===== config.mk =====
export PLATFORM = sky130hd
export DESIGN_NAME = psr_top
export DESIGN_NICKNAME = d
export VERILOG_FILES = /design/src/logic/psr_ms_tick.v /design/src/logic/psr_top.v
export VERILOG_INCLUDE_DIRS = /design/src /design/src/logic
export SDC_FILE = /design/constraint.sdc
export NUM_CORES = 1
export LEC_CHECK = 0
export BUFFER_PORTS_ARGS = -buffer_cell sky130_fd_sc_hd__buf_4
export CORE_MARGIN = 1.5
export CORE_UTILIZATION = 48
export DETAILED_ROUTE_END_ITERATION = 8
export MAX_ROUTING_LAYER = met4
export PLACE_DENSITY = 0.68
export REMOVE_ABC_BUFFERS = 1
export SLEW_MARGIN = 40
export SYNTH_ARGS = -nofsm -noshare
export SYNTH_HDL_FRONTEND = slang
export SYNTH_HIERARCHICAL = 1
export SYNTH_SLANG_ARGS = --single-unit

===== constraint.sdc =====
create_clock -name i_clk -period 1.85 [get_ports i_clk]
set_input_delay 0.2775 -clock i_clk [delete_from_list [all_inputs] [get_ports i_clk]]
set_output_delay 0.2775 -clock i_clk [all_outputs]
set_load 0.03 [all_outputs]

===== src/logic/psr_regs.vh =====
// Notes on behaviour
// RQ1: Release drops at once when permit one low
// RQ2: Inverted permit output mirrors permit one
// RQ3: Start rising edge starts, falling edge stops
// RQ4: Permit two checked only before release rises
// RQ5: Stroke end rising edge drops release
// RQ6: Restart required high while interlock active
// RQ7: Valid restart sequence clears the interlock
// RQ8: Four interlock modes: none, always, start, stroke
// RQ9: Permit two switch; off means input ignored
// RQ10: Single stroke switch; off ignores stroke end
// RQ11: Restart low-high-low, high at least minimum time
// RQ12: Mode two rearms on every stop
// RQ13: Mode three rearms on start or permit stops
// RQ14: Mode four rearms on stroke or permit stops
// RQ15: No release while restart required; millisecond counter
// RQ16: Edges found by comparing current and previous sample
`ifndef PSR_REGS_VH
`define PSR_REGS_VH
`define PSR_MODE_NONE 2'h1
`define PSR_MODE_ALWAYS 2'h2
`define PSR_MODE_START 2'h3
`define PSR_MODE_STROKE 2'h0
`define PSR_CLK_HZ 250000000
`define PSR_MS_PER_S 1000
`define PSR_MIN_PULSE_SHORT_MS 100
`define PSR_MIN_PULSE_LONG_MS 350
`define PSR_SYNC_SETTLE 2'h3
`endif


===== src/logic/psr_ms_tick.v =====
`timescale 1ns/10ps
`default_nettype none
// Millisecond enable pulse from the system clock
module psr_ms_tick #(
  parameter CYCLES_PER_MS = 250000
) (
  input wire i_clk,
  input wire i_rst,
  output reg o_tick
);
  reg [31:0] cnt_ff;
  // Free running divider; one-cycle tick at wrap
  always @(posedge i_clk) begin
    if (i_rst) begin
      cnt_ff <= 32'h0000_0000;
      o_tick <= 1'b0;
    end else if (cnt_ff >= CYCLES_PER_MS - 1) begin
      cnt_ff <= 32'h0000_0000;
      o_tick <= 1'b1;
    end else begin
      cnt_ff <= cnt_ff + 32'h0000_0001;
      o_tick <= 1'b0;
    end
  end
endmodule // psr_ms_tick
`default_nettype wire


===== src/logic/psr_top.v =====
`timescale 1ns/10ps
`default_nettype none
`include "psr_regs.vh"
// Press setup release gate
module psr_top #(
  parameter CYCLES_PER_MS = `PSR_CLK_HZ / `PSR_MS_PER_S
) (
  input wire i_clk,
  input wire i_rst,
  input wire i_start,
  input wire i_permit1,
  input wire i_permit2,
  input wire i_stroke_end,
  input wire i_restart,
  input wire [1:0] i_mode,
  input wire i_permit2_en,
  input wire i_stroke_en,
  input wire i_long_pulse,
  output reg o_release,
  output reg o_restart_req,
  output reg o_permit1_n
);
  // Bit positions of the pins inside the synchroniser vectors
  localparam PIN_START = 0;
  localparam PIN_PERM1 = 1;
  localparam PIN_PERM2 = 2;
  localparam PIN_STROKE = 3;
  localparam PIN_RESTART = 4;
  localparam NPINS = 5;

  // Restart pulse width counter; 9 bits hold the long minimum
  localparam PULSE_W = 9;
  localparam [PULSE_W-1:0] PULSE_MAX = 9'h1ff;
  localparam [PULSE_W-1:0] PULSE_ONE = 9'h001;
  localparam [PULSE_W-1:0] PULSE_ZERO = 9'h000;

  // Release states, one-hot
  localparam [1:0] REL_IDLE = 2'h1;
  localparam [1:0] REL_RUN = 2'h2;

  // Restart sequence states, one-hot
  // Waiting for low first refuses a button already held at power up
  localparam [2:0] RS_WAIT_LOW = 3'h1;
  localparam [2:0] RS_LOW = 3'h2;
  localparam [2:0] RS_HIGH = 3'h4;

  // Edge events stay masked until the synchroniser holds real samples
  localparam [1:0] SETTLE_LAST = `PSR_SYNC_SETTLE;

  // Rising edge from the current and previous synchronised sample
  function rise_of;
    input cur;
    input prev;
    begin
      rise_of = cur & ~prev; // RQ16
    end
  endfunction

  // Falling edge from the current and previous synchronised sample
  function fall_of;
    input cur;
    input prev;
    begin
      fall_of = ~cur & prev; // RQ16
    end
  endfunction

  // Which stop causes rearm the interlock in each mode
  function rearm_of;
    input [1:0] mode;
    input start_f;
    input stroke_r;
    input perm1_f;
    begin
      case (mode)
        `PSR_MODE_NONE: begin
          rearm_of = 1'b0; // RQ8
        end
        `PSR_MODE_ALWAYS: begin
          rearm_of = start_f | stroke_r | perm1_f; // RQ12
        end
        `PSR_MODE_START: begin
          rearm_of = start_f | perm1_f; // RQ13
        end
        `PSR_MODE_STROKE: begin
          rearm_of = stroke_r | perm1_f; // RQ14
        end
        default: begin
          rearm_of = 1'b0;
        end
      endcase
    end
  endfunction

  // Every mode but step operation keeps an interlock
  function locking_mode;
    input [1:0] mode;
    begin
      locking_mode = (mode != `PSR_MODE_NONE); // RQ8
    end
  endfunction

  // Two-stage synchronisers for the pin inputs; only sync_ff reads meta_ff
  reg [NPINS-1:0] meta_ff;
  reg [NPINS-1:0] sync_ff;
  reg [NPINS-1:0] prev_ff;
  wire [NPINS-1:0] pins;
  assign pins = {i_restart, i_stroke_end, i_permit2, i_permit1, i_start};
  always @(posedge i_clk) begin
    if (i_rst) begin
      meta_ff <= 5'h00;
      sync_ff <= 5'h00;
      prev_ff <= 5'h00;
    end else begin
      meta_ff <= pins;
      sync_ff <= meta_ff;
      prev_ff <= sync_ff;
    end
  end

  // Settle counter after reset; stops at its last value
  reg [1:0] settle_ff;
  always @(posedge i_clk) begin
    if (i_rst) begin
      settle_ff <= 2'h0;
    end else if (settle_ff != SETTLE_LAST) begin
      settle_ff <= settle_ff + 2'h1;
    end
  end
  // Hides the false edge that the reset value of prev_ff would make
  // against a pin already high, e.g. a start held through power up
  wire settled = (settle_ff == SETTLE_LAST);

  // Synchronised pin levels
  wire start_s = sync_ff[PIN_START];
  wire perm1_s = sync_ff[PIN_PERM1];
  wire perm2_s = sync_ff[PIN_PERM2];
  wire stroke_s = sync_ff[PIN_STROKE];
  wire rst_in_s = sync_ff[PIN_RESTART];

  // Edge events, one cycle each
  wire start_rise = settled & rise_of(start_s, prev_ff[PIN_START]); // RQ16
  wire start_fall = settled & fall_of(start_s, prev_ff[PIN_START]); // RQ16
  wire perm1_fall = settled & fall_of(perm1_s, prev_ff[PIN_PERM1]); // RQ16
  // Stroke end has no effect at all while single stroke is off
  wire stroke_rise = settled & i_stroke_en & rise_of(stroke_s, prev_ff[PIN_STROKE]); // RQ10
  wire restart_rise = settled & rise_of(rst_in_s, prev_ff[PIN_RESTART]); // RQ16

  // Millisecond enable from the divider
  wire tick;
  psr_ms_tick #(.CYCLES_PER_MS(CYCLES_PER_MS)) u_tick (
    .i_clk(i_clk),
    .i_rst(i_rst),
    .o_tick(tick)
  );

  // Minimum restart pulse width chosen by configuration
  wire [PULSE_W-1:0] min_ms = i_long_pulse ? 9'd`PSR_MIN_PULSE_LONG_MS : 9'd`PSR_MIN_PULSE_SHORT_MS;

  // Restart sequence state and pulse width in milliseconds
  reg [2:0] rs_state_ff;
  reg [2:0] nxt_rs_state;
  reg [PULSE_W-1:0] pulse_ms_ff;
  reg [PULSE_W-1:0] nxt_pulse_ms;
  reg restart_ok;
  always @(posedge i_clk) begin
    if (i_rst) begin
      rs_state_ff <= RS_WAIT_LOW;
      pulse_ms_ff <= PULSE_ZERO;
    end else begin
      rs_state_ff <= nxt_rs_state;
      pulse_ms_ff <= nxt_pulse_ms;
    end
  end

  // Low, high for the minimum, low again; anything else is ignored
  // Tick phase makes the measured width up to 1 ms short or nearly 1 ms long
  always @* begin
    nxt_rs_state = rs_state_ff;
    nxt_pulse_ms = pulse_ms_ff;
    restart_ok = 1'b0;
    case (rs_state_ff)
      RS_WAIT_LOW: begin
        if (settled && !rst_in_s) begin
          nxt_rs_state = RS_LOW;
        end
      end
      RS_LOW: begin
        if (restart_rise) begin
          nxt_rs_state = RS_HIGH;
          nxt_pulse_ms = PULSE_ZERO;
        end
      end
      RS_HIGH: begin
        if (!rst_in_s) begin
          nxt_rs_state = RS_LOW;
          restart_ok = (pulse_ms_ff >= min_ms); // RQ11
        end else if (tick && pulse_ms_ff != PULSE_MAX) begin
          nxt_pulse_ms = pulse_ms_ff + PULSE_ONE; // RQ15
        end
      end
      default: begin
        nxt_rs_state = RS_WAIT_LOW;
      end
    endcase
  end

  // Interlock rearm by stop cause and mode
  wire rearm = rearm_of(i_mode, start_fall, stroke_rise, perm1_fall);

  // Interlock flag; power up interlocked unless step mode
  // A rearming stop in the same cycle as a valid restart wins: stay locked
  reg lock_ff;
  reg init_ff;
  always @(posedge i_clk) begin
    if (i_rst) begin
      lock_ff <= 1'b0;
      init_ff <= 1'b1;
    end else begin
      init_ff <= 1'b0;
      if (!locking_mode(i_mode)) begin
        lock_ff <= 1'b0;
      end else if (init_ff || rearm) begin
        lock_ff <= 1'b1; // RQ6
      end else if (restart_ok) begin
        lock_ff <= 1'b0; // RQ7
      end
    end
  end

  // Second permit only matters while waiting to start
  wire perm2_ok = ~i_permit2_en | perm2_s; // RQ9
  // Any stop cause, including a pending interlock
  wire stop = ~perm1_s | start_fall | stroke_rise | lock_ff; // RQ1 RQ3 RQ5 RQ15

  // Release state register
  reg [1:0] rel_state_ff;
  reg [1:0] nxt_rel_state;
  always @(posedge i_clk) begin
    if (i_rst) begin
      rel_state_ff <= REL_IDLE;
    end else begin
      rel_state_ff <= nxt_rel_state;
    end
  end

  // Start edge moves to run; any stop returns to idle
  // Once running the second permit is no longer looked at
  always @* begin
    nxt_rel_state = rel_state_ff;
    case (rel_state_ff)
      REL_IDLE: begin
        if (!stop && start_rise && perm2_ok) begin
          nxt_rel_state = REL_RUN; // RQ3 RQ4
        end
      end
      REL_RUN: begin
        if (stop) begin
          nxt_rel_state = REL_IDLE; // RQ3 RQ5
        end
      end
      default: begin
        nxt_rel_state = REL_IDLE;
      end
    endcase
  end
  wire running = rel_state_ff[1];

  // Outputs registered; release also gated by the synced permit
  // The stop term is combinational so a drop costs no extra cycle
  always @(posedge i_clk) begin
    if (i_rst) begin
      o_release <= 1'b0;
      o_restart_req <= 1'b0;
      o_permit1_n <= 1'b1;
    end else begin
      o_release <= running & perm1_s & ~stop; // RQ1
      o_restart_req <= lock_ff & locking_mode(i_mode); // RQ6
      o_permit1_n <= ~perm1_s; // RQ2
    end
  end
endmodule // psr_top
`default_nettype wire

==> metrics.csv, run 1 <==
stage,metric,value,unit
grt,Total GRT Usage,19.7,%
sta,Final Worst Setup Slack,-108,ps
critical_path,R2R depth,8,
synthesis,prevailing post-synth register cell,dfxtp_1,
sta,Final Hold Fails,0,
min_path,worst hold endpoint,meta_ff[1],
sta,final period utilization,106,%
floorplanning,Rows,27,
sta,fmax,511,MHz
grt,first-pass GRT wire length,9130,um
clock_network,CTS H-tree depth,3,
flow_run,max cap viols,0,
critical_path,worst r2r src,pulse_ms_ff[4],
floorplanning,starting density of the core,49.8,%
synthesis,"Distinct cells, synth",47,
critical_path,Crit path depth,8,
floorplanning,Ports,15,
clock_network,root buf cell,clkbuf_8,
detailed_routing,total number of vias,2203,
critical_path,CP max stage cell,or4_4,
synthesis,synthesized flop and latch total,68,
sta,Final Slew Violations,0,
min_path,HP Class,input port to flop,
min_path,Hold Crit Depth,2,
critical_path,r2r endpoint,pulse_ms_ff[7],
placed_design,pre-CTS setup slack,-262,ps
synthesis,syn_area_per_cell,9.92,um2
detailed_routing,initial DRC count,162,
grt,grt ovf,0,
floorplanning,die height,78.8,um
clock_network,number of buffers created by CTS,9,
power_and_ir_drop,pwr/cell area,843,mW/mm2
layout,Layout area overhead,28.9,%
critical_path,crit-path max cell delay,500,ps
sta,Tmin final,1960,ps
floorplanning,DIE AREA,0.00621,mm2
clock_network,clock slew at reported path FFs,70,ps
detailed_routing,drt pass-1 iters,4,
layout,"Core Util, Final",64.2,%
grt,initial antenna violation count,0,
layout,share of layout cells above drive strength 1,26.4,%
critical_path,crit-path leading delay family,simple AND/OR/NAND/NOR gates,
layout,FILL cells,455,
critical_path,critical path type,flop to flop,
grt,vias in the first global route,2101,
sta,Setup TNS Final,-460,ps
placed_design,IO Port Bufs,14,
layout,Final Net Count,369,
outcome,status,"complete, but fails checks",
critical_path,crit-path cells,nand4_1 > or2_4 > nor2_4 > ha_4 > nand4bb_1 > o22a_4 > or4_4 > a21oi_2,
critical_path,crit-path max FO,7,
layout,Diodes inserted,0,
grt,largest net degree at the start of global routing,19,
synthesis,Post-synth EDFFs,0,
placed_design,gpl congestion,0.811,
clock_network,Worst-Skew Late Latency,340,ps
detailed_routing,wire per inst,13.0,um
sta,unrepaired setup endpoints after global routing,yes,
floorplanning,Die Width,78.8,um
clock_network,Num Clock Sinks,68,
synthesis,Post-Synthesis Cells,278,
clock_network,CTS tree,built,
detailed_routing,Detailed Route WL,5480,um
power_and_ir_drop,leakage power,1.35,nW
power_and_ir_drop,Power Total,3.00,mW
critical_path,arrival time worst endpoint,2240,ps
sta,Max Clock Skew,5.02,ps
critical_path,flop-to-flop setup slack,-110,ps
critical_path,"Buf+Inv Stages, Crit Path",0,
critical_path,critical path capture point type,flop,
layout,"most common cell after layout, fill and taps aside",dfxtp_1,
outcome,violated checks,setup timing,
detailed_routing,Final ANT Viol Nets,0,
power_and_ir_drop,"IR drop worst, VDD",528,uV
clock_network,clock buffer depth,2,
synthesis,ys async rst share,0,%
placed_design,Detailed Place HPWL,3570,um
floorplanning,CORE AREA,0.00554,mm2
sta,Final setup viols,6,
synthesis,synth warn,6,
synthesis,Post-Syn Area,0.00276,mm2
detailed_routing,routed vias/inst,5.23,
detailed_routing,DRC errors left,0,
min_path,hold_sp,i_permit1,
critical_path,Startpoint Class,flop,
layout,"leading cell types in the layout, fill and taps excluded","dfxtp_1 (62), buf_4 (48), nor3_1 (22), inv_1 (17)",
synthesis,fraction of the yosys area taken by sequential cells,49.3,%
critical_path,Critical Path RT,2130,ps
logic make-up (layout without fill, tap and decap cells):
logic type	count (synthesis)	count (layout)	synth area share, %
other cells	1	14	0.136
simple gates	117	117	25.4
xor+xnor	15	15	4.76
mux	3	3	1.09
compound gates	37	37	9.89
buf+inv	24	82	3.45
flops	68	68	49.3
fa+ha+maj	13	13	5.90
metrics by stage:
stage / hold WS [ps] / cell area [um2] / instances
2_1_floorplan: 305 / 2780 / 284
3_3_place_gp: 418 / 3190 / 399
3_5_place_dp: 422 / 3190 / 399
4_1_cts: 131 / 3460 / 419
5_1_grt: 131 / 3560 / 421
6_report: 138 / 3560 / 421
where the power goes:
| group | internal [mW] | switching (mW) | total (mW) |
|---|---|---|---|
| clock network | 0.758 | 0.570 | 1.33 |
| logic | 0.0689 | 0.0705 | 0.139 |
| registers | 1.51 | 0.0205 | 1.53 |
| total | 2.34 | 0.661 | 3.00 |
worst max path at each step:
stage / slack, ps / start / end
floorplan: -110 / pulse_ms_ff[0] / pulse_ms_ff[3]
CTS: -70 / pulse_ms_ff[2] / pulse_ms_ff[3]
global route: -180 / pulse_ms_ff[4] / pulse_ms_ff[7]
detailed placement: -260 / pulse_ms_ff[4] / pulse_ms_ff[7]
finish: -110 / pulse_ms_ff[4] / pulse_ms_ff[7]
global placement: -170 / pulse_ms_ff[4] / pulse_ms_ff[3]
routing by layer:
metal / part of all wire (%) / wire (um) / global-route usage, % / up-vias
li1: - / - / - / 1118
met1: 47 / 2550 / 22.5 / 1024
met2: 48 / 2610 / 32.5 / 47
met3: 3.4 / 184 / 4.14 / 14
met4: 2.5 / 136 / 10.5 / 0
met5: 0 / 0 / - / -
cell type report:
type | instances | area [um2] | area share (%)
multi-input combinational | 199 | 1450 | 40.6
sequential | 68 | 1370 | 38.5
timing repair buffer | 49 | 372 | 10.5
clock buffer | 10 | 128 | 3.59
tap | 72 | 90.1 | 2.53
clock inverter | 6 | 88.8 | 2.50
inverter | 17 | 63.8 | 1.79
state kept, by name, summed over array words and instances (netlist names), 2 cells and up:
register	count
u_tick/cnt_ff	32
pulse_ms_ff	9
meta_ff	5
sync_ff	5
prev_ff	4
rs_state_ff	3
rel_state_ff	2
settle_ff	2
repair_timing:
item | CTS | global route
gates resized for setup | 9 | 18
buffers inserted | 4 | 2
pin swaps | 9 | 10
endpoints found under the setup margin | 9 | 12
hold buffers | 0 | 0
gates cloned | 0 | 0
cells in the mapped netlist (3+ instances only):
| library cell | count | area, um2 |
|---|---|---|
| o21ai_0 | 5 | 25.0 |
| ha_1 | 13 | 163 |
| inv_1 | 17 | 63.8 |
| dfxtp_1 | 68 | 1360 |
| nor4_1 | 8 | 50.1 |
| nor2b_1 | 14 | 87.6 |
| o31ai_1 | 3 | 22.5 |
| nand2b_1 | 5 | 31.3 |
| clkbuf_1 | 5 | 18.8 |
| o31a_1 | 3 | 26.3 |
| or4_1 | 3 | 22.5 |
| and2_1 | 3 | 18.8 |
| mux2i_1 | 3 | 30.0 |
| nand3b_1 | 4 | 30.0 |
| xor2_1 | 6 | 52.6 |
| or3_1 | 6 | 37.5 |
| a21oi_1 | 10 | 50.1 |
| nand4_1 | 10 | 62.6 |
| nor3_1 | 22 | 110 |
| nor2_1 | 13 | 48.8 |
| nand2_1 | 7 | 26.3 |
| nand3_1 | 7 | 35.0 |
| xnor2_1 | 9 | 78.8 |
| a211oi_1 | 4 | 30.0 |
Power figures use the tool's default switching activity.
==> run 2: changes to the inputs <==
- CORE_UTILIZATION: 48 -> 45
- PLACE_DENSITY: 0.68 -> not set
==> run 2 against run 1 <==
The run still ends with setup timing left. Sequential share of layout area fell by 0.88 points. Power grew 8.5%. Sequential cell count stayed put. Clock-buffer cell count shrank 1. Worst setup slack improved by 24 ps. Non-clock buffer count rose by 3. Critical path type unchanged. Critical endpoint is now pulse_ms_ff[3]. Highest routed layer unchanged.
==> metrics.csv, run 2 (synthesis results as in run 1) <==
stage,metric,value,unit,change
outcome,status,"complete, but fails checks",,
outcome,violated checks,setup timing,,
power_and_ir_drop,leakage power,1.39,nW,+3.4%
layout,Reg with most FFs,u_tick/cnt_ff,,
clock_network,Worst-Skew Late Latency,330,ps,about the same
layout,"leading cell types in the layout, fill and taps excluded","dfxtp_1 (61), buf_4 (51), nor3_1 (22), inv_1 (17)",,
floorplanning,Die Width,81.3,um,+3.2%
detailed_routing,total number of vias,2143,,-2.7%
sta,Final Worst Setup Slack,-84.7,ps,+23.5 ps
critical_path,worst r2r src,pulse_ms_ff[2],,
sta,Tmin final,1930,ps,-23.5 ps
layout,"Core Util, Final",61.5,%,-2.7 points
clock_network,clock buffer depth,2,,unchanged
floorplanning,starting density of the core,46.6,%,-3.2 points
sta,unrepaired setup endpoints after global routing,yes,,
sta,Max Clock Skew,4.46,ps,-0.551 ps
grt,Total GRT Usage,18.0,%,-1.7 points
critical_path,crit-path cells,nand4_1 > or2_4 > nor2_4 > ha_4 > nand4bb_4 > o22a_4 > or4_4 > a21oi_2,,
flow_run,max cap viols,0,,unchanged
sta,Setup TNS Final,-213,ps,+247 ps
placed_design,Detailed Place HPWL,3430,um,-3.8%
power_and_ir_drop,pwr/cell area,893,mW/mm2,+5.9%
clock_network,clock slew at reported path FFs,70,ps,about the same
critical_path,critical path capture point type,flop,,
floorplanning,Ports,15,,unchanged
detailed_routing,routed vias/inst,5.02,,-4.1%
grt,vias in the first global route,2073,,-1.3%
sta,fmax,517,MHz,+1.2%
floorplanning,DIE AREA,0.00661,mm2,+6.4%
clock_network,number of buffers created by CTS,9,,unchanged
grt,first-pass GRT wire length,8760,um,-4.1%
layout,biggest regs,"u_tick/cnt_ff (32), pulse_ms_ff (9)",,
clock_network,hold-fix buffers at CTS,0,,unchanged
sta,Final setup viols,5,,-1
min_path,hold_sp,i_permit1,,
detailed_routing,drt pass-1 iters,4,,unchanged
power_and_ir_drop,"IR drop worst, VDD",644,uV,+22%
layout,Layout area overhead,32.0,%,
critical_path,CP max stage cell,or4_4,,
layout,"most common cell after layout, fill and taps aside",dfxtp_1,,
min_path,HP Class,input port to flop,,
clock_network,Num Clock Sinks,68,,unchanged
placed_design,IO Port Bufs,14,,unchanged
critical_path,Critical Path RT,2120,ps,about the same
sta,final period utilization,105,%,-1.3 points
clock_network,CTS H-tree depth,3,,unchanged
detailed_routing,Detailed Route WL,5230,um,-4.4%
sta,Final Slew Violations,0,,unchanged
layout,max reg flops,32,,unchanged
grt,initial antenna violation count,0,,unchanged
detailed_routing,initial DRC count,84,,-48%
floorplanning,Rows,28,,+3.7%
grt,largest net degree at the start of global routing,17,,-2
placed_design,gpl congestion,0.803,,-1.1%
detailed_routing,wire per inst,12.3,um,-5.7%
critical_path,critical path type,flop to flop,,
clock_network,CTS tree,built,,
floorplanning,CORE AREA,0.00592,mm2,+6.9%
layout,Diodes inserted,0,,unchanged
detailed_routing,Final ANT Viol Nets,0,,unchanged
critical_path,crit-path max cell delay,510,ps,about the same
layout,Final Net Count,373,,+1.1%
critical_path,Startpoint Class,flop,,
sta,Final Hold Fails,0,,unchanged
clock_network,root buf cell,clkbuf_8,,
detailed_routing,DRC errors left,0,,unchanged
critical_path,crit-path max FO,5,,-2
layout,share of layout cells above drive strength 1,27.0,%,+0.63 points
floorplanning,die height,81.3,um,+3.2%
grt,grt ovf,0,,unchanged
critical_path,arrival time worst endpoint,2210,ps,-30 ps
critical_path,CP Launch Point,pulse_ms_ff[2],,
[run 2: cell type report]
type,count,area (um2)
Timing Repair Buffer,52,394
Clock buffer,9,124
Clock inverter,6,138
Fill cell,522,2280
Sequential cell,68,1370
Multi-Input combinational cell,200,1460
Inverter,17,63.8
Tap cell,75,93.8
[run 2: what timing repair did]
item / 4_1_cts / 5_1_grt
setup endpoints to repair: 28 / 14
gates cloned: 1 / 0
resized for setup: 11 / 15
pin swaps: 5 / 8
hold endpoints to repair: 0 / 0
buffers inserted: 2 / 2
[run 2: through the flow]
stage | hold WS [ps] | power (mW) | instance area, um2 | worst slack [ps] | cells
detailed placement | 424 | 1.70 | 3230 | -158 | 407
CTS | 132 | 3.30 | 3570 | -63.8 | 425
global route | 144 | 3.38 | 3640 | -133 | 427
global placement | 416 | 1.70 | 3230 | -122 | 407
floorplan | 305 | 1.64 | 2780 | -108 | 284
finish | 151 | 3.25 | 3640 | -84.7 | 427
[run 2: path summary, 6_finish.rpt]
kind	end	slack, ps	depth (start not counted)
worst max-delay path	pulse_ms_ff[3]	-80	8
worst min-delay path	meta_ff[1]	150	2
worst max register to register	pulse_ms_ff[3]	-80	8
worst min register to register	sync_ff[0]	430	1
[run 2: critical path, delay by kind of cell (launching register included)]
kind                       cells  cell delay [ps]
AOI/OAI and AO/OA              2              390
adders and majority gates      1              140
DFF                            1              330
and+or+nand+nor                5             1020
[run 2: report_power, final]
part	switching, mW	total (mW)	internal (mW)
Combinational	0.0687	0.139	0.0708
Sequential	0.0193	1.53	1.51
Clock	0.555	1.58	1.03
Total	0.643	3.25	2.61
[run 2: per-layer routing]
metal,wire length (um),share of wire [%],global-route usage (%),up-vias
li1,-,-,-,1132
met5,0,0,-,-
met2,2470,47,29.3,28
met4,56,1.1,8.79,0
met1,2540,48,20.5,975
met3,168,3.2,4.72,8
